**config.mk**
```make
export PLATFORM = sky130hd
export DESIGN_NAME = dup_core
export DESIGN_NICKNAME = d
export VERILOG_FILES = /design/src/core/dup_pkg.sv /design/src/core/dup_core.sv /design/src/core/dup_tx.sv /design/src/core/dup_rx.sv
export SDC_FILE = /design/constraint.sdc
export NUM_CORES = 1
export LEC_CHECK = 0
export ABC_AREA = 1
export BUFFER_PORTS_ARGS = -buffer_cell sky130_fd_sc_hd__buf_2
export CAP_MARGIN = 30
export CELL_PAD_IN_SITES_DETAIL_PLACEMENT = 1
export CELL_PAD_IN_SITES_GLOBAL_PLACEMENT = 2
export CORE_AREA = 2 2 206 208
export DETAILED_ROUTE_END_ITERATION = 10
export DIE_AREA = 0 0 208 210
export MAX_ROUTING_LAYER = met4
export PLACE_DENSITY = 0.82
export SYNTH_ARGS = -nofsm -noshare
export SYNTH_HDL_FRONTEND = slang
export SYNTH_SLANG_ARGS = --single-unit
```
**constraint.sdc**
```tcl
create_clock -name sys_clk -period 2.09 [get_ports sys_clk]
set_clock_uncertainty 0.1 [all_clocks]
set_input_delay 0.1045 -clock sys_clk [delete_from_list [all_inputs] [get_ports sys_clk]]
set_output_delay 0.1045 -clock sys_clk [all_outputs]
set_load 0.02 [all_outputs]
```
**src/core/dup_pkg.sv**
```systemverilog
// constants, register map and types shared by the dual uart block
package dup_pkg;
  // ----------------------------------------------------------------
  // clock and bit timing
  // ----------------------------------------------------------------
  localparam int unsigned CLK_HZ = 50_000_000;
  localparam int unsigned DEF_BAUD = 9600;
  localparam int unsigned OVERSAMPLE = 16;
  localparam logic [15:0] DIV_RST =
    16'((CLK_HZ / (DEF_BAUD * OVERSAMPLE)) - 1);
  localparam logic [3:0] SUB_LAST = 4'hf;
  localparam logic [3:0] SUB_MID = 4'h7;
  localparam logic [2:0] BIT_LAST = 3'h7;
  // ----------------------------------------------------------------
  // register map, byte offsets on apb
  // ----------------------------------------------------------------
  localparam logic [7:0] CH_STRIDE = 8'h20;
  localparam logic [7:0] OFS_MODE = 8'h00;
  localparam logic [7:0] OFS_STAT = 8'h04;
  localparam logic [7:0] OFS_CMD = 8'h08;
  localparam logic [7:0] OFS_DATA = 8'h0c;
  localparam logic [7:0] OFS_IMR = 8'h40;
  localparam logic [7:0] OFS_ISR = 8'h44;
  localparam logic [7:0] OFS_IVR = 8'h48;
  localparam logic [7:0] OFS_OUT_PORT_CONFIG_REG = 8'h4c;
  localparam logic [7:0] OFS_OPSET = 8'h50;
  localparam logic [7:0] OFS_OPCLR = 8'h54;
  localparam logic [7:0] OFS_CTPRE = 8'h58;
  localparam logic [7:0] OFS_CTCMD = 8'h5c;
  localparam logic [7:0] OFS_BAUD = 8'h60;
  localparam logic [7:0] OFS_TEST = 8'h64;
  // ----------------------------------------------------------------
  // reset values and field positions
  // ----------------------------------------------------------------
  localparam logic [7:0] VEC_RST = 8'h0f;
  localparam logic [7:0] BYTE_ZERO = 8'h00;
  localparam logic [15:0] CT_RST = 16'hffff;
  localparam int MR1_RTS_AUTO = 0;
  localparam logic [1:0] CHMODE_LOCAL = 2'h2;
  localparam int CMD_RX_EN = 0;
  localparam int CMD_RX_DIS = 1;
  localparam int CMD_TX_EN = 2;
  localparam int CMD_TX_DIS = 3;
  localparam int CMD_PTR_RST = 4;
  localparam int CMD_OVR_CLR = 5;
  localparam int CT_START = 0;
  localparam int CT_STOP = 1;
  localparam int OUT_PORT_CONFIG_REG_CT_SEL = 3;
  localparam int OP_RTS = 0;
  localparam int OP_CT = 3;

  typedef enum logic [3:0] {
    BIT_IDLE = 4'h1,
    BIT_START = 4'h2,
    BIT_DATA = 4'h4,
    BIT_STOP = 4'h8
  } dup_bit_e;
endpackage

```
**src/core/dup_core.sv**
```systemverilog
// two-channel uart with apb registers, vectored interrupt and output port
`timescale 1ns/1ps
`default_nettype none
module dup_core import dup_pkg::*; (
  input wire logic sys_clk,
  input wire logic reset,
  input wire logic psel,
  input wire logic penable,
  input wire logic pwrite,
  input wire logic [7:0] paddr,
  input wire logic [31:0] pwdata,
  output logic [31:0] prdata,
  output logic pready,
  output logic pslverr,
  input wire logic irq_ack_in_n,
  output logic [7:0] vec_data_out,
  output logic vec_data_oe,
  output logic xfer_ack_n,
  output logic xfer_ack_oe,
  output logic irq_req_n,
  output logic irq_req_oe,
  input wire logic ser_in_a,
  input wire logic ser_in_b,
  output logic ser_out_a,
  output logic ser_out_b,
  output logic [7:0] out_port_pins,
  output logic [7:0] out_port_oe
);
  // ----------------------------------------------------------------
  // state
  // ----------------------------------------------------------------
  typedef struct packed {
    logic [1:0][7:0] first_mode_reg;
    logic [1:0][7:0] mode2;
    logic [1:0] mode_ptr;
    logic [1:0] rx_en;
    logic [1:0] tx_en;
    logic [1:0][7:0] hold;
    logic [1:0] hold_full;
    logic [1:0][7:0] rx_data;
    logic [1:0] rx_rdy;
    logic [1:0] ovr;
    logic [7:0] irq_mask_reg;
    logic [7:0] irq_state_reg;
    logic [7:0] vector_number_reg;
    logic [7:0] out_port_config_reg;
    logic [7:0] out_port_value_reg;
    logic [15:0] ct_pre;
    logic [15:0] ct_cnt;
    logic ct_run;
    logic ct_rdy;
    logic ct_out;
    logic [15:0] div_cnt;
    logic [15:0] div_val;
    logic test;
    logic [31:0] prdata;
    logic iack_act;
    logic [7:0] vec_q;
  } dup_core_s;
  dup_core_s s_reg, s_next;

  logic tick16;
  logic [1:0] tx_ready, tx_busy, tx_line, rx_done, loop, rx_in, ser_out;
  logic [1:0][7:0] rx_byte;
  logic [1:0] chan_sel;
  logic [7:0] ofs;
  logic setup, access, wr, pending, hit;

  function automatic logic is_local(input logic [7:0] m2);
    is_local = (m2[1:0] == CHMODE_LOCAL);
  endfunction

  // status byte: rx ready, tx ready, tx empty, overrun
  function automatic logic [7:0] chan_status(input dup_core_s s,
                                             input int c,
                                             input logic busy);
    chan_status = {3'h0, s.ovr[c], 1'b0, ~busy & ~s.hold_full[c] & s.tx_en[c],
                   ~s.hold_full[c] & s.tx_en[c], s.rx_rdy[c]};
  endfunction

  // ----------------------------------------------------------------
  // channels
  // ----------------------------------------------------------------
  assign rx_in[0] = ser_in_a;
  assign rx_in[1] = ser_in_b;
  assign ser_out_a = ser_out[0];
  assign ser_out_b = ser_out[1];

  for (genvar c = 0; c < 2; c++) begin : g_chan
    assign loop[c] = is_local(s_reg.mode2[c]);
    // loopback keeps the pin at mark and feeds the receiver internally
    assign ser_out[c] = loop[c] | tx_line[c];
    dup_tx u_tx (
      .sys_clk(sys_clk),
      .reset(reset),
      .tick16(tick16),
      .enable(s_reg.tx_en[c]),
      .load_valid(s_reg.hold_full[c]),
      .load_data(s_reg.hold[c]),
      .load_ready(tx_ready[c]),
      .line(tx_line[c]),
      .busy(tx_busy[c])
    );
    dup_rx u_rx (
      .sys_clk(sys_clk),
      .reset(reset),
      .tick16(tick16),
      .enable(s_reg.rx_en[c]),
      .ser_in(loop[c] ? tx_line[c] : rx_in[c]),
      .done(rx_done[c]),
      .data(rx_byte[c])
    );
  end

  // ----------------------------------------------------------------
  // bus decode
  // ----------------------------------------------------------------
  assign setup = psel && !penable;
  assign access = psel && penable;
  assign wr = access && pwrite;
  assign chan_sel = {paddr >= CH_STRIDE && paddr < (CH_STRIDE << 1),
                     paddr < CH_STRIDE};
  assign ofs = paddr & (CH_STRIDE - 8'h01);
  // zero wait states: every access phase completes in its first cycle
  assign pready = 1'b1;
  assign prdata = s_reg.prdata;
  assign pslverr = access && !hit;
  assign pending = |(s_reg.irq_state_reg & s_reg.irq_mask_reg);
  assign tick16 = s_reg.test || (s_reg.div_cnt == 16'h0000);

  always_comb begin
    hit = 1'b0;
    if (|chan_sel) begin
      hit = (ofs == OFS_MODE) || (ofs == OFS_STAT) || (ofs == OFS_CMD)
            || (ofs == OFS_DATA);
    end else begin
      case (paddr)
        OFS_IMR, OFS_ISR, OFS_IVR, OFS_OUT_PORT_CONFIG_REG, OFS_OPSET, OFS_OPCLR,
        OFS_CTPRE, OFS_CTCMD, OFS_BAUD, OFS_TEST: hit = 1'b1;
        default: hit = 1'b0;
      endcase
    end
  end

  // ----------------------------------------------------------------
  // next state
  // ----------------------------------------------------------------
  always_comb begin
    s_next = s_reg;
    s_next.div_cnt = (s_reg.div_cnt == 16'h0000) ? s_reg.div_val
                                                 : s_reg.div_cnt - 16'h0001;
    // read data is latched in setup so it comes from a flop in access
    if (setup) begin
      s_next.prdata = 32'h0000_0000;
      for (int c = 0; c < 2; c++) begin
        if (chan_sel[c]) begin
          case (ofs)
            OFS_MODE: s_next.prdata[7:0] = s_reg.mode_ptr[c]
                ? s_reg.mode2[c] : s_reg.first_mode_reg[c];
            OFS_STAT: s_next.prdata[7:0] = chan_status(s_reg, c,
                                                       tx_busy[c]);
            OFS_DATA: s_next.prdata[7:0] = s_reg.rx_data[c];
            default: s_next.prdata[7:0] = BYTE_ZERO;
          endcase
        end
      end
      case (paddr)
        OFS_IMR: s_next.prdata[7:0] = s_reg.irq_mask_reg;
        OFS_ISR: s_next.prdata[7:0] = s_reg.irq_state_reg;
        OFS_IVR: s_next.prdata[7:0] = s_reg.vector_number_reg;
        OFS_OUT_PORT_CONFIG_REG: s_next.prdata[7:0] = s_reg.out_port_config_reg;
        OFS_OPSET: s_next.prdata[7:0] = s_reg.out_port_value_reg;
        OFS_CTPRE: s_next.prdata[15:0] = s_reg.ct_pre;
        OFS_CTCMD: s_next.prdata[15:0] = s_reg.ct_cnt;
        OFS_BAUD: s_next.prdata[15:0] = s_reg.div_val;
        OFS_TEST: s_next.prdata[0] = s_reg.test;
        default: ;
      endcase
    end
    for (int c = 0; c < 2; c++) begin
      if (tx_ready[c] && s_reg.hold_full[c]) begin
        s_next.hold_full[c] = 1'b0;
      end
      if (chan_sel[c] && access) begin
        if (wr && ofs == OFS_MODE) begin
          if (s_reg.mode_ptr[c]) begin
            s_next.mode2[c] = pwdata[7:0];
          end else begin
            s_next.first_mode_reg[c] = pwdata[7:0];
            s_next.mode_ptr[c] = 1'b1;
          end
        end
        if (wr && ofs == OFS_CMD) begin
          if (pwdata[CMD_RX_EN]) s_next.rx_en[c] = 1'b1;
          if (pwdata[CMD_RX_DIS]) s_next.rx_en[c] = 1'b0;
          if (pwdata[CMD_TX_EN]) s_next.tx_en[c] = 1'b1;
          if (pwdata[CMD_TX_DIS]) s_next.tx_en[c] = 1'b0;
          if (pwdata[CMD_PTR_RST]) s_next.mode_ptr[c] = 1'b0;
          if (pwdata[CMD_OVR_CLR]) s_next.ovr[c] = 1'b0;
        end
        // a write to a full holding register is dropped
        if (wr && ofs == OFS_DATA && s_reg.tx_en[c]
            && !s_reg.hold_full[c]) begin
          s_next.hold[c] = pwdata[7:0];
          s_next.hold_full[c] = 1'b1;
        end
        if (!pwrite && ofs == OFS_DATA) s_next.rx_rdy[c] = 1'b0;
      end
      // arrival after the read clear wins over it
      if (rx_done[c]) begin
        if (s_reg.rx_rdy[c] && !(access && !pwrite && chan_sel[c]
                                 && ofs == OFS_DATA)) begin
          s_next.ovr[c] = 1'b1;
        end else begin
          s_next.rx_data[c] = rx_byte[c];
        end
        s_next.rx_rdy[c] = 1'b1;
      end
    end
    if (wr) begin
      case (paddr)
        OFS_IMR: s_next.irq_mask_reg = pwdata[7:0];
        OFS_IVR: s_next.vector_number_reg = pwdata[7:0];
        OFS_OUT_PORT_CONFIG_REG: s_next.out_port_config_reg = pwdata[7:0];
        OFS_OPSET: s_next.out_port_value_reg =
            s_reg.out_port_value_reg | pwdata[7:0];
        OFS_OPCLR: s_next.out_port_value_reg =
            s_reg.out_port_value_reg & ~pwdata[7:0];
        OFS_CTPRE: s_next.ct_pre = pwdata[15:0];
        OFS_CTCMD: begin
          if (pwdata[CT_START]) begin
            s_next.ct_run = 1'b1;
            s_next.ct_cnt = s_reg.ct_pre;
          end
          if (pwdata[CT_STOP]) begin
            s_next.ct_run = 1'b0;
            s_next.ct_rdy = 1'b0;
          end
        end
        OFS_BAUD: s_next.div_val = pwdata[15:0];
        OFS_TEST: s_next.test = pwdata[0];
        default: ;
      endcase
    end
    // counter runs on the 16x baud tick; terminal count sets ready sticky
    if (s_reg.ct_run && tick16) begin
      if (s_reg.ct_cnt == 16'h0000) begin
        s_next.ct_cnt = s_reg.ct_pre;
        s_next.ct_rdy = 1'b1;
        s_next.ct_out = ~s_reg.ct_out;
      end else begin
        s_next.ct_cnt = s_reg.ct_cnt - 16'h0001;
      end
    end
    // request to send drops once channel a has nothing left to send
    if (s_reg.first_mode_reg[0][MR1_RTS_AUTO] && !tx_busy[0]
        && !s_reg.hold_full[0]) begin
      s_next.out_port_value_reg[OP_RTS] = 1'b0;
    end
    s_next.irq_state_reg = {2'b00, s_reg.rx_rdy[1],
                            ~s_reg.hold_full[1] & s_reg.tx_en[1],
                            s_reg.ct_rdy, 1'b0, s_reg.rx_rdy[0],
                            ~s_reg.hold_full[0] & s_reg.tx_en[0]};
    // iack answer is held until the host lifts its acknowledge
    if (irq_ack_in_n) begin
      s_next.iack_act = 1'b0;
    end else if (pending && !s_reg.iack_act) begin
      s_next.iack_act = 1'b1;
      s_next.vec_q = s_reg.vector_number_reg;
    end
  end

  // ----------------------------------------------------------------
  // registers
  // ----------------------------------------------------------------
  always_ff @(posedge sys_clk) begin
    if (reset) begin
      s_reg <= '0;
      s_reg.vector_number_reg <= VEC_RST;
      s_reg.ct_pre <= CT_RST;
      s_reg.div_val <= DIV_RST;
      s_reg.div_cnt <= DIV_RST;
    end else begin
      s_reg <= s_next;
    end
  end

  // ----------------------------------------------------------------
  // pins
  // ----------------------------------------------------------------
  assign xfer_ack_n = 1'b0;
  assign xfer_ack_oe = access || s_reg.iack_act;
  assign vec_data_out = s_reg.vec_q;
  assign vec_data_oe = s_reg.iack_act;
  assign irq_req_n = 1'b0;
  assign irq_req_oe = pending;

  always_comb begin
    out_port_pins = ~s_reg.out_port_value_reg;
    out_port_oe = 8'hff;
    if (s_reg.out_port_config_reg[OUT_PORT_CONFIG_REG_CT_SEL]) begin
      out_port_pins[OP_CT] = 1'b0;
      out_port_oe[OP_CT] = s_reg.ct_out;
    end
  end
endmodule // dup_core
`default_nettype wire

```
**src/core/dup_tx.sv**
```systemverilog
// one transmitter: start bit, eight data bits lsb first, one stop bit
`timescale 1ns/1ps
`default_nettype none
module dup_tx import dup_pkg::*; (
  input wire logic sys_clk,
  input wire logic reset,
  input wire logic tick16,
  input wire logic enable,
  input wire logic load_valid,
  input wire logic [7:0] load_data,
  output logic load_ready,
  output logic line,
  output logic busy
);
  typedef struct packed {
    dup_bit_e st;
    logic [3:0] sub;
    logic [2:0] idx;
    logic [7:0] shreg;
    logic line;
  } dup_tx_s;
  dup_tx_s s_reg, s_next;

  assign load_ready = enable && (s_reg.st == BIT_IDLE);
  assign line = s_reg.line;
  assign busy = (s_reg.st != BIT_IDLE);

  always_comb begin
    s_next = s_reg;
    case (s_reg.st)
      BIT_IDLE: begin
        s_next.line = 1'b1;
        if (load_ready && load_valid) begin
          s_next.st = BIT_START;
          s_next.shreg = load_data;
          s_next.sub = 4'h0;
          s_next.line = 1'b0;
        end
      end
      BIT_START, BIT_DATA: begin
        if (tick16) begin
          s_next.sub = s_reg.sub + 4'h1;
          if (s_reg.sub == SUB_LAST) begin
            s_next.line = s_reg.shreg[0];
            s_next.shreg = {1'b1, s_reg.shreg[7:1]};
            if (s_reg.st == BIT_START) begin
              s_next.st = BIT_DATA;
              s_next.idx = 3'h0;
            end else if (s_reg.idx == BIT_LAST) begin
              s_next.st = BIT_STOP;
              s_next.line = 1'b1;
            end else begin
              s_next.idx = s_reg.idx + 3'h1;
            end
          end
        end
      end
      BIT_STOP: begin
        if (tick16) begin
          s_next.sub = s_reg.sub + 4'h1;
          if (s_reg.sub == SUB_LAST) begin
            s_next.st = BIT_IDLE;
          end
        end
      end
      default: s_next.st = BIT_IDLE;
    endcase
  end

  always_ff @(posedge sys_clk) begin
    if (reset) begin
      s_reg <= '{st: BIT_IDLE, sub: 4'h0, idx: 3'h0, shreg: BYTE_ZERO,
                 line: 1'b1};
    end else begin
      s_reg <= s_next;
    end
  end
endmodule // dup_tx
`default_nettype wire

```
**src/core/dup_rx.sv**
```systemverilog
// one receiver: 16x oversampled, false start rejected, lsb first
`timescale 1ns/1ps
`default_nettype none
module dup_rx import dup_pkg::*; (
  input wire logic sys_clk,
  input wire logic reset,
  input wire logic tick16,
  input wire logic enable,
  input wire logic ser_in,
  output logic done,
  output logic [7:0] data
);
  typedef struct packed {
    dup_bit_e st;
    logic [3:0] sub;
    logic [2:0] idx;
    logic [7:0] shreg;
    logic done;
  } dup_rx_s;
  dup_rx_s s_reg, s_next;

  assign done = s_reg.done;
  assign data = s_reg.shreg;

  always_comb begin
    s_next = s_reg;
    s_next.done = 1'b0;
    case (s_reg.st)
      BIT_IDLE: begin
        // low is space: a falling line starts a character
        if (enable && tick16 && !ser_in) begin
          s_next.st = BIT_START;
          s_next.sub = 4'h0;
        end
      end
      BIT_START: begin
        if (tick16) begin
          s_next.sub = s_reg.sub + 4'h1;
          if (s_reg.sub == SUB_MID) begin
            // a glitch back to mark is a false start
            s_next.st = ser_in ? BIT_IDLE : BIT_DATA;
            s_next.sub = 4'h0;
            s_next.idx = 3'h0;
          end
        end
      end
      BIT_DATA: begin
        if (tick16) begin
          s_next.sub = s_reg.sub + 4'h1;
          if (s_reg.sub == SUB_LAST) begin
            s_next.shreg = {ser_in, s_reg.shreg[7:1]};
            s_next.idx = s_reg.idx + 3'h1;
            if (s_reg.idx == BIT_LAST) begin
              s_next.st = BIT_STOP;
            end
          end
        end
      end
      BIT_STOP: begin
        if (tick16) begin
          s_next.sub = s_reg.sub + 4'h1;
          if (s_reg.sub == SUB_LAST) begin
            s_next.st = BIT_IDLE;
            s_next.done = 1'b1;
          end
        end
      end
      default: s_next.st = BIT_IDLE;
    endcase
  end

  always_ff @(posedge sys_clk) begin
    if (reset) begin
      s_reg <= '{st: BIT_IDLE, sub: 4'h0, idx: 3'h0, shreg: BYTE_ZERO,
                 done: 1'b0};
    end else begin
      s_reg <= s_next;
    end
  end
endmodule // dup_rx
`default_nettype wire

```
==> results of run 1 <==
## cell type report
| cell class | count | area (um^2) | area share |
|---|---|---|---|
| Tap cell | 539 | 674.4 | 0.04058 |
| Timing Repair Buffer | 182 | 1366 | 0.08221 |
| Antenna cell | 1 | 2.502 | 0.0001506 |
| Multi-Input combinational cell | 1392 | 6873 | 0.4135 |
| Sequential cell | 286 | 5725 | 0.3445 |
| Inverter | 228 | 868.3 | 0.05225 |
| Clock inverter | 10 | 55.05 | 0.003313 |
| Clock buffer | 50 | 1055 | 0.06346 |
## critical path: stages
cell	delay, ns
buf_2	0.14
dlygate4sd3_1	0.59
nand2_1	0.10
nor2_2	0.06
nand2_1	0.09
nand3_1	0.11
a21oi_2	0.14
nand3_1	0.09
a21oi_1	0.14
buf_4	0.15
buf_4	0.13
## power by group
part / switching [W] / total (W) / internal [W]
combinational: 0.00157 / 0.00232 / 0.000752
clock: 0.00246 / 0.00597 / 0.00350
sequential: 0.000138 / 0.00577 / 0.00564
## path summary, 6_finish.rpt
| path | from | endpoint | slack [ns] |
|---|---|---|---|
| setup / recovery | paddr[2] | pslverr | 0.04 |
| hold / removal | penable | prdata[2]$_SDFFE_PP0P_ | 0.02 |
| setup reg to reg | s_reg[71]$_SDFF_PP0_ | g_chan[0].u_rx.data[5]$_SDFFE_PP0P_ | 0.14 |
| hold reg to reg | s_next[136]$_SDFF_PP0_ | s_reg[136]$_SDFF_PP0_ | 0.34 |
## layer usage
layer / global-route usage / share of wire / routed length (um)
met5: - / 0 / 0
met1: 0.2963 / 0.49 / 22980
met3: 0.02712 / 0.040 / 1898
met2: 0.3376 / 0.45 / 20900
met4: 0.06432 / 0.023 / 1100
## cells in the final DEF, fill, tap and decap left out, types with 5 or more instances in the layout
| cell type | n |
|---|---|
| nand4_1 | 12 |
| o211ai_1 | 27 |
| buf_2 | 68 |
| o221ai_1 | 7 |
| clkinv_2 | 8 |
| dlygate4sd3_1 | 28 |
| inv_2 | 14 |
| clkbuf_8 | 8 |
| buf_4 | 77 |
| a31oi_1 | 8 |
| xnor2_1 | 6 |
| dfxtp_1 | 286 |
| o21ai_0 | 203 |
| nand2_1 | 390 |
| buf_12 | 6 |
| o21ai_1 | 6 |
| nor4_1 | 6 |
| clkbuf_1 | 5 |
| inv_1 | 206 |
| clkbuf_16 | 38 |
| conb_1 | 26 |
| nand2_2 | 15 |
| nand3b_1 | 5 |
| a21oi_1 | 180 |
| nor2_2 | 18 |
| nand3_1 | 99 |
| nor2_1 | 254 |
| ha_1 | 14 |
| nor3_1 | 22 |
| o22ai_1 | 18 |
| nor2_4 | 12 |
| xor2_1 | 16 |
| a211oi_1 | 20 |
## timing repair
item	4_1_cts	5_1_grt
hold endpoints to repair	73	0
hold buffers	28	0
gates resized for setup	1	38
endpoints found under the setup margin	19	91
cloned	0	2
pin swaps	2	5
buffers inserted	4	3
## per-stage QoR
step,hold WS [ns],power (W),cells
floorplan,0.1308,0.007416,2033
global placement,0.2451,0.007975,2590
detailed placement,0.2513,0.008054,2590
CTS,0.001446,0.01417,2682
global route,0.02760,0.01474,2688
finish,0.01909,0.01406,2688
## logic make-up (layout without fill, tap and decap cells)
kind of cell,after synthesis,in the layout,synth area share
compound gates,475,475,0.1837
simple gates,854,854,0.2648
buf+inv,355,470,0.1147
other cells,2,27,0.0005366
flops,286,286,0.4091
xor+xnor,22,22,0.01377
fa+ha+maj,15,15,0.01341
==> impl_metrics.yaml, run 1 <==
cts:
  clock_latency_ns: 0.54
  cts.htree.levels: 2
  cts-root-buf: "clkbuf_16"
  cts_buffers: 36
  cts_sinks: 286
  cts_tree: "built"
  cts_max_path_buffers: 3
  cts.clk_slew.worst_paths_ns: 0.06
drt:
  wl_per_cell_um: 17.44
  vias: 13420
  drtIter0Drc: 644
  ant_nets: 0
  via_per_inst: 4.991
  drt-total-wl_um: 46880
  drtPass1Iterations: 4
  drc: 0
placement:
  place_hpwl_um: 33960
  gp_congestion: 0.8999
  post_dp_cell_area_um2: 15010
  io_buffers: 70
  post-place-ws_ns: -0.01864
die:
  rows: 75
  die_area_um2: 43680
  core_area_um2: 41480
  die_y_um: 210
  die_w_um: 208
  io_pins: 113
  start_util: 0.3374
sta:
  tightestPinTransition_ns: 0.7075
  max_freq_ghz: 0.4882
  slew_violations: 0
  finalHoldViolCount: 0
  relSlewSlack: 0.5278
  fin_crit_sh: 0.9801
  rsz0062_at_grt: "yes"
  fin_tns_setup_ns: 0
  fin_crit_ns: 2.048
  timing.final.ws_setup_ns: 0.04164
  setup_viol_count_final: 0
worst_setup_path:
  end_kind: "primary output"
  worstSetupStartpointType: "input port"
  path_max_fanout: 4
  critPathKind: "in -> out"
  critPathRequiredTime_ns: 1.89
  r2r_cells: 12
  cp_data_arrival_time_ns: 1.84
power_and_ir_drop:
  p_leak_nw: 7.090
  ir_drop_v: 0.0004578
  power_density_nw_per_um2: 845.9
yosys:
  synthCells: 2009
  synth_area_um2: 14000
  ys_seq_area_frac: 0.4091
  async_flop_share: 0
  synthFlopType: "dfxtp_1"
  synth_area_leaders: "dfxtp_1, nand2_1, o21ai_0"
  synth-seq-cells: 286
  ys_types: 44
  synth_top_cell_area_share: 0.4091
  synth_area_per_cell_um2: 6.967
  ys_top_cells_by_count: "nand2_1, dfxtp_1, nor2_1, inv_1, o21ai_0"
  synth_edf_count: 0
  post-synth-top-count-cell: "nand2_1"
  synth_largest_area_cell: "dfxtp_1"
  yosys_warnings: 0
global_route:
  antenna_found_initial: 1
  grt_usage: 0.2171
  first_global_vias: 13280
  grt_pass1_wl_um: 73380
  grt_max_degree: 86
  overflow: 0
status:
  outcome: "completed"
cells_and_area:
  fillCellCount: 5236
  nNetsFinal: 2189
  utilization: 0.4007
  area_delta_synth_final_pct: 18.75
  drive_gt1_frac: 0.1378
  final_area_um2: 16620
  largest_reg_flops: 170
run:
  drv_cap: 0
hold_path:
  hold_class: "in -> reg"
  hold_path_depth: 4
(Power assumes the default switching activity.)
==> run 2: changes to the inputs <==
--- a/config.mk
+++ b/config.mk
@@ -8,13 +8,11 @@
 export ABC_AREA = 1
 export BUFFER_PORTS_ARGS = -buffer_cell sky130_fd_sc_hd__buf_2
 export CAP_MARGIN = 30
-export CELL_PAD_IN_SITES_DETAIL_PLACEMENT = 1
-export CELL_PAD_IN_SITES_GLOBAL_PLACEMENT = 2
-export CORE_AREA = 2 2 206 208
+export CORE_AREA = 2 2 171 173
 export DETAILED_ROUTE_END_ITERATION = 10
-export DIE_AREA = 0 0 208 210
+export DIE_AREA = 0 0 173 175
 export MAX_ROUTING_LAYER = met4
-export PLACE_DENSITY = 0.82
+export PLACE_DENSITY = 0.71
 export SYNTH_ARGS = -nofsm -noshare
 export SYNTH_HDL_FRONTEND = slang
 export SYNTH_SLANG_ARGS = --single-unit
==> run 2 against run 1 <==
Power increased by 1.5%. Final area is 1.2% lower. Fmax is 3.0% higher. Largest power group unchanged.
==> impl_metrics.yaml, run 2 (synthesis gave the netlist of run 1 again) <==
status:
  outcome: "completed"
worst_setup_path:
  cp_cell_sequence: "inv_1, ha_4, nand3_4, nor2_4, nand2_4, nand2_8, buf_12, nand2_4, nor2_4, buf_6, clkinvlp_4, nor2_1, nor2_1"
  worstSetupStartpointType: "register"
  max_stage_delay_ns: 0.30
  critPathRequiredTime_ns: 2.44
  path_max_fanout: 7
  cp_data_arrival_time_ns: 2.34
  slowest_stage: "dfxtp_1"
  r2r_cells: 13
  end_kind: "register"
  critPathKind: "reg -> reg"
power_and_ir_drop:
  ir_drop_v: 0.0006971
  p_leak_nw: 7.133
  design_power_total_w: 0.01426
  power_density_nw_per_um2: 868.9
cts:
  cts.clk_slew.worst_paths_ns: 0.06
  cts_max_path_buffers: 3
  clock_latency_ns: 0.56
  cts_sinks: 286
  cts_buffers: 30
  cts-root-buf: "clkbuf_16"
  cts.htree.levels: 1
  cts_tree: "built"
cells_and_area:
  layout_commonest_cell: "nand2_1"
  largest_reg_flops: 170
  fillCellCount: 2647
  n_antenna_cell: 0
  multi_input_area_um2: 6832
  regArea_um2: 5725
  drive_gt1_frac: 0.1314
  final_cell_mix: "nand2_1, dfxtp_1, nor2_1, inv_1, o21ai_0"
  area_delta_synth_final_pct: 17.30
  instances_no_fill: 2522
  nNetsFinal: 2177
drt:
  ant_nets: 0
  via_per_inst: 5.268
  drt-total-wl_um: 38660
  vias: 13290
  wl_per_cell_um: 15.33
  drtPass1Iterations: 5
  drc: 0
  drtIter0Drc: 1077
global_route:
  grt_max_degree: 86
  first_global_vias: 12130
  grt_pass1_wl_um: 61400
  overflow: 0
  grt_usage: 0.2529
  antenna_found_initial: 0
sta:
  whs_ns: 0.03225
  timing.final.ws_setup_ns: 0.1006
  max_freq_ghz: 0.5027
  fin_tns_setup_ns: 0
  tightestPinTransition_ns: 0.7142
  finalHoldViolCount: 0
  slew_violations: 0
  relSlewSlack: 0.5234
  fin_crit_sh: 0.9519
  setup_viol_count_final: 0
  fin_crit_ns: 1.989
die:
  rows: 62
  die_area_um2: 30280
  core_area_um2: 28390
  start_util: 0.4929
  io_pins: 113
  die_w_um: 173
  die_y_um: 175
hold_path:
  hold_class: "in -> reg"
  hold_path_depth: 8
run:
  drv_cap: 0
placement:
  gp_congestion: 1.006
  place_hpwl_um: 27170
  post-place-ws_ns: 0.01018
  dp.cells: 2426
  io_buffers: 70
## run 2: cell types whose count changed in the layout (fill, tap and decap cells not counted), moves of 3 or more
cell        before  now
nor2_2          18   15
o21ai_0        203  207
nand2_2         15   10
o21ai_1          6    2
clkbuf_8         8    3
clkbuf_16       38   32
nor2_1         254  258
clkinvlp_4       4    8
nand2_1        390  394
bufinv_16        0   10
clkbuf_1         5    1
buf_4           77   70
## run 2: cell type report
class	count	area share
inverters	228	0.05297
repair buffers	175	0.07995
repair inverters	1	0.0004573
well taps	384	0.02927
clock inverters	21	0.02248
clock buffers	35	0.05000
flip-flops and latches	286	0.3488
multi-input cells	1392	0.4161
## run 2: metrics by stage
| step | utilization | cell area [um^2] |
|---|---|---|
| final | 0.5782 | 16420 |
| after global routing | 0.5782 | 16420 |
| after CTS | 0.5715 | 16230 |
| after detailed placement | 0.5196 | 14750 |
| after global placement | 0.5196 | 14750 |
| after floorplan | - | 14090 |
## run 2: final timing paths
kind,start,endpoint,slack (ns)
worst max-delay path,s_reg[58]$_SDFF_PP0_,g_chan[0].u_rx.data[1]$_SDFFE_PP0P_,0.10
worst min-delay path,ser_in_a,g_chan[0].u_rx.s_reg[16]$_SDFFE_PP1P_,0.03
worst min register to register,s_reg[197]$_SDFFE_PP0P_,s_reg[197]$_SDFFE_PP0P_,0.34
worst max register to register,s_reg[58]$_SDFF_PP0_,g_chan[0].u_rx.data[1]$_SDFFE_PP0P_,0.10
## run 2: worst max-delay path, delay by kind of cell, from the launching register on
kind,cells,cell delay (ns)
adder cells (fa/ha/maj),1,0.16
AND/OR/NAND/NOR,8,0.76
flip-flops,1,0.30
buffers and inverters,4,0.55
## run 2: power breakdown
part           internal, W  switching (W)
clock network      0.00404        0.00231
logic             0.000726        0.00143
registers          0.00563       0.000126
## run 2: per-layer routing
layer  wire length (um)  vias to the layer above  global-route usage
li1                   -                     6701                   -
met1              17180                     6071              0.3371
met2              17760                      450              0.4037
met3               2750                       65             0.03372
met4                965                        0             0.07133
met5                  0                        -                   -
## run 2: timing repair
action                                 4_1_cts  5_1_grt
buffers inserted                             3        9
endpoints found under the hold margin      129        0
resized for setup                            0       23
pin swaps                                    1        8
cloned                                       0        2
setup endpoints to repair                    1       90
hold buffers                                26        0
==> run 3: changes to the inputs <==
--- a/config.mk
+++ b/config.mk
@@ -11,6 +11,7 @@
 export CORE_AREA = 2 2 171 173
 export DETAILED_ROUTE_END_ITERATION = 10
 export DIE_AREA = 0 0 173 175
+export HOLD_SLACK_MARGIN = 0.08
 export MAX_ROUTING_LAYER = met4
 export PLACE_DENSITY = 0.71
 export SYNTH_ARGS = -nofsm -noshare
==> constraint.sdc (replaced) <==
create_clock -name sys_clk -period 1.85 [get_ports sys_clk]
set_clock_uncertainty 0.1 [all_clocks]
set_input_delay 0.0925 -clock sys_clk [delete_from_list [all_inputs] [get_ports sys_clk]]
set_output_delay 0.0925 -clock sys_clk [all_outputs]
set_load 0.02 [all_outputs]
==> run 3 against run 2 <==
The flow now finishes with violations (setup timing). Global-route usage rose by 0.27 points. Worst setup slack got worse by 0.14 ns. Critical path depth down 2. Routed wire length is 1.2% higher. Via count rose by 3.1%. Cell count rose by 2.4%. Final area up 3.9%. Non-clock buffer count is 60 higher. Combinational power grew 31%. Register-to-register slack worse by 0.14 ns. Sequential share of layout area shrank 1.3 points. Critical path type unchanged. Largest cell class unchanged. Highest routed layer unchanged.
==> impl_metrics.yaml, run 3 (synthesis gave the netlist of run 1 again) <==
drt:
  vias: 13690
  drtIter0Drc: 1194
  ant_nets: 0
  drc: 0
  drt-total-wl_um: 39120
  wl_per_cell_um: 15.15
  drtPass1Iterations: 6
  via_per_inst: 5.303
sta:
  timing.final.ws_setup_ns: -0.03952
  setup_viol_count_final: 7
  slew_violations: 0
  fin_crit_sh: 1.021
  finalHoldViolCount: 0
  relSlewSlack: 0.5743
  rsz0062_at_grt: "yes"
  max_freq_ghz: 0.5292
  fin_tns_setup_ns: -0.1081
  tightestPinTransition_ns: 0.6379
  fin_crit_ns: 1.890
placement:
  io_buffers: 70
  place_hpwl_um: 27260
  dp.cells: 2472
  gp_congestion: 0.9635
  post-place-ws_ns: -0.1436
worst_setup_path:
  critPathRequiredTime_ns: 2.18
  r2r-start: "s_reg[58]$_SDFF_PP0_"
  r2r_slack_ns: -0.04
  cp_data_arrival_time_ns: 2.22
  path_max_fanout: 8
  end_kind: "register"
  worstSetupStartpointType: "register"
  crit_start: "s_reg[58]$_SDFF_PP0_"
  critPathKind: "reg -> reg"
cells_and_area:
  nNetsFinal: 2238
  n_antenna_cell: 0
  area_delta_synth_final_pct: 21.82
  layout_commonest_cell: "nand2_1"
  instances_no_fill: 2582
  utilization: 0.6005
  drive_gt1_frac: 0.1779
  largest_reg_flops: 170
  final_cell_mix: "nand2_1, dfxtp_1, nor2_1, inv_1, o21ai_0"
status:
  violations: "setup timing"
  outcome: "finished with violations"
die:
  io_pins: 113
  die_area_um2: 30280
  start_util: 0.4929
  core_area_um2: 28390
  die_y_um: 175
  die_w_um: 173
  rows: 62
cts:
  cts_sinks: 286
  cts_buffers: 31
  cts.htree.levels: 1
  cts_max_path_buffers: 3
  cts.clk_slew.worst_paths_ns: 0.06
  cts-root-buf: "clkbuf_16"
  clock_latency_ns: 0.55
  cts_tree: "built"
global_route:
  overflow: 0
  grt_max_degree: 86
  antenna_found_initial: 0
  first_global_vias: 12460
  grt_usage: 0.2556
  grt_pass1_wl_um: 62310
power_and_ir_drop:
  p_leak_nw: 7.367
  ir_drop_v: 0.0007575
  internal_power_w: 0.01107
  power_frac_comb: 0.182
  power_density_nw_per_um2: 906.9
  seqPwrFrac: 0.421
  clkPwrFrac: 0.397
  switching_power_w: 0.004398
  swShare: 0.2844
hold_path:
  hold_path_startpoint: "paddr[5]"
  hold_class: "in -> reg"
run:
  drv_cap: 0
run 3: cell types whose count changed in the layout (fill, tap and decap cells not counted), moves of 8 or more:
cell	previous run	this run
buf_4	70	110
o21ai_0	207	184
nand2_1	394	376
nand2_2	10	26
o21ai_1	2	18
nor2_1	258	248
buf_6	1	10
inv_1	207	198
a21oi_1	182	174
a21oi_2	0	8
bufinv_16	10	2
clkbuf_1	1	9
run 3: critical path, stage by stage, from the launching register on:
cell	delay, ns
dfxtp_2	0.31
inv_2	0.07
ha_4	0.16
nand3_4	0.08
nor2_4	0.12
nand2_4	0.09
nand2_8	0.10
nand2_2	0.12
nand2_4	0.13
clkinvlp_4	0.21
a21oi_2	0.18
a21oi_1	0.09
run 3: layout make-up:
type                       instances  area (um^2)
timing repair inverter             1        7.507
fill                            2567        11340
clock buffer                      49        933.4
timing repair buffer             235         1852
clock inverter                     7        85.08
sequential                       286         5728
inverter                         228        883.3
multi-input combinational       1392         7081
tap                              384        480.5
run 3: layer usage:
metal | track usage | wire length, um
met2 | 0.4027 | 17660
met4 | 0.09251 | 1520
met1 | 0.3380 | 17050
met3 | 0.03285 | 2887
met5 | - | 0
run 3: path summary, 6_finish.rpt:
kind / end / cells after the start
max: s_reg[87]$_SDFFE_PP0P_ / 11
min: s_reg[132]$_SDFFE_PP0P_ / 4
min reg2reg: s_reg[136]$_SDFF_PP0_ / 2
max reg2reg: s_reg[87]$_SDFFE_PP0P_ / 11
run 3: power groups by stage:
stage | Combinational, W | Sequential (W) | Clock [W]
3_3_place_gp | 0.00232 | 0.00663 | 0
4_1_cts | 0.00250 | 0.00650 | 0.00624
5_1_grt | 0.00314 | 0.00653 | 0.00648
6_report | 0.00282 | 0.00650 | 0.00614
2_1_floorplan | 0.00177 | 0.00661 | 0
3_5_place_dp | 0.00237 | 0.00663 | 0
run 3: stage by stage:
| stage | hold slack [ns] | total power [W] | area [um^2] |
|---|---|---|---|
| floorplan | 0.1188 | 0.008381 | 14100 |
| global placement | 0.2269 | 0.008942 | 15140 |
| detailed placement | 0.2339 | 0.009008 | 15140 |
| CTS | 0.08512 | 0.01524 | 16690 |
| global route | 0.1494 | 0.01615 | 17050 |
| finish | 0.1178 | 0.01546 | 17050 |
run 3: repair_timing:
| action | in CTS | in global routing |
|---|---|---|
| buffers inserted | 8 | 11 |
| endpoints found under the hold margin | 174 | 0 |
| setup endpoints to repair | 80 | 100 |
| pin swaps | 3 | 21 |
| cloned | 2 | 2 |
| gates resized for setup | 34 | 103 |
| hold buffers | 31 | 0 |
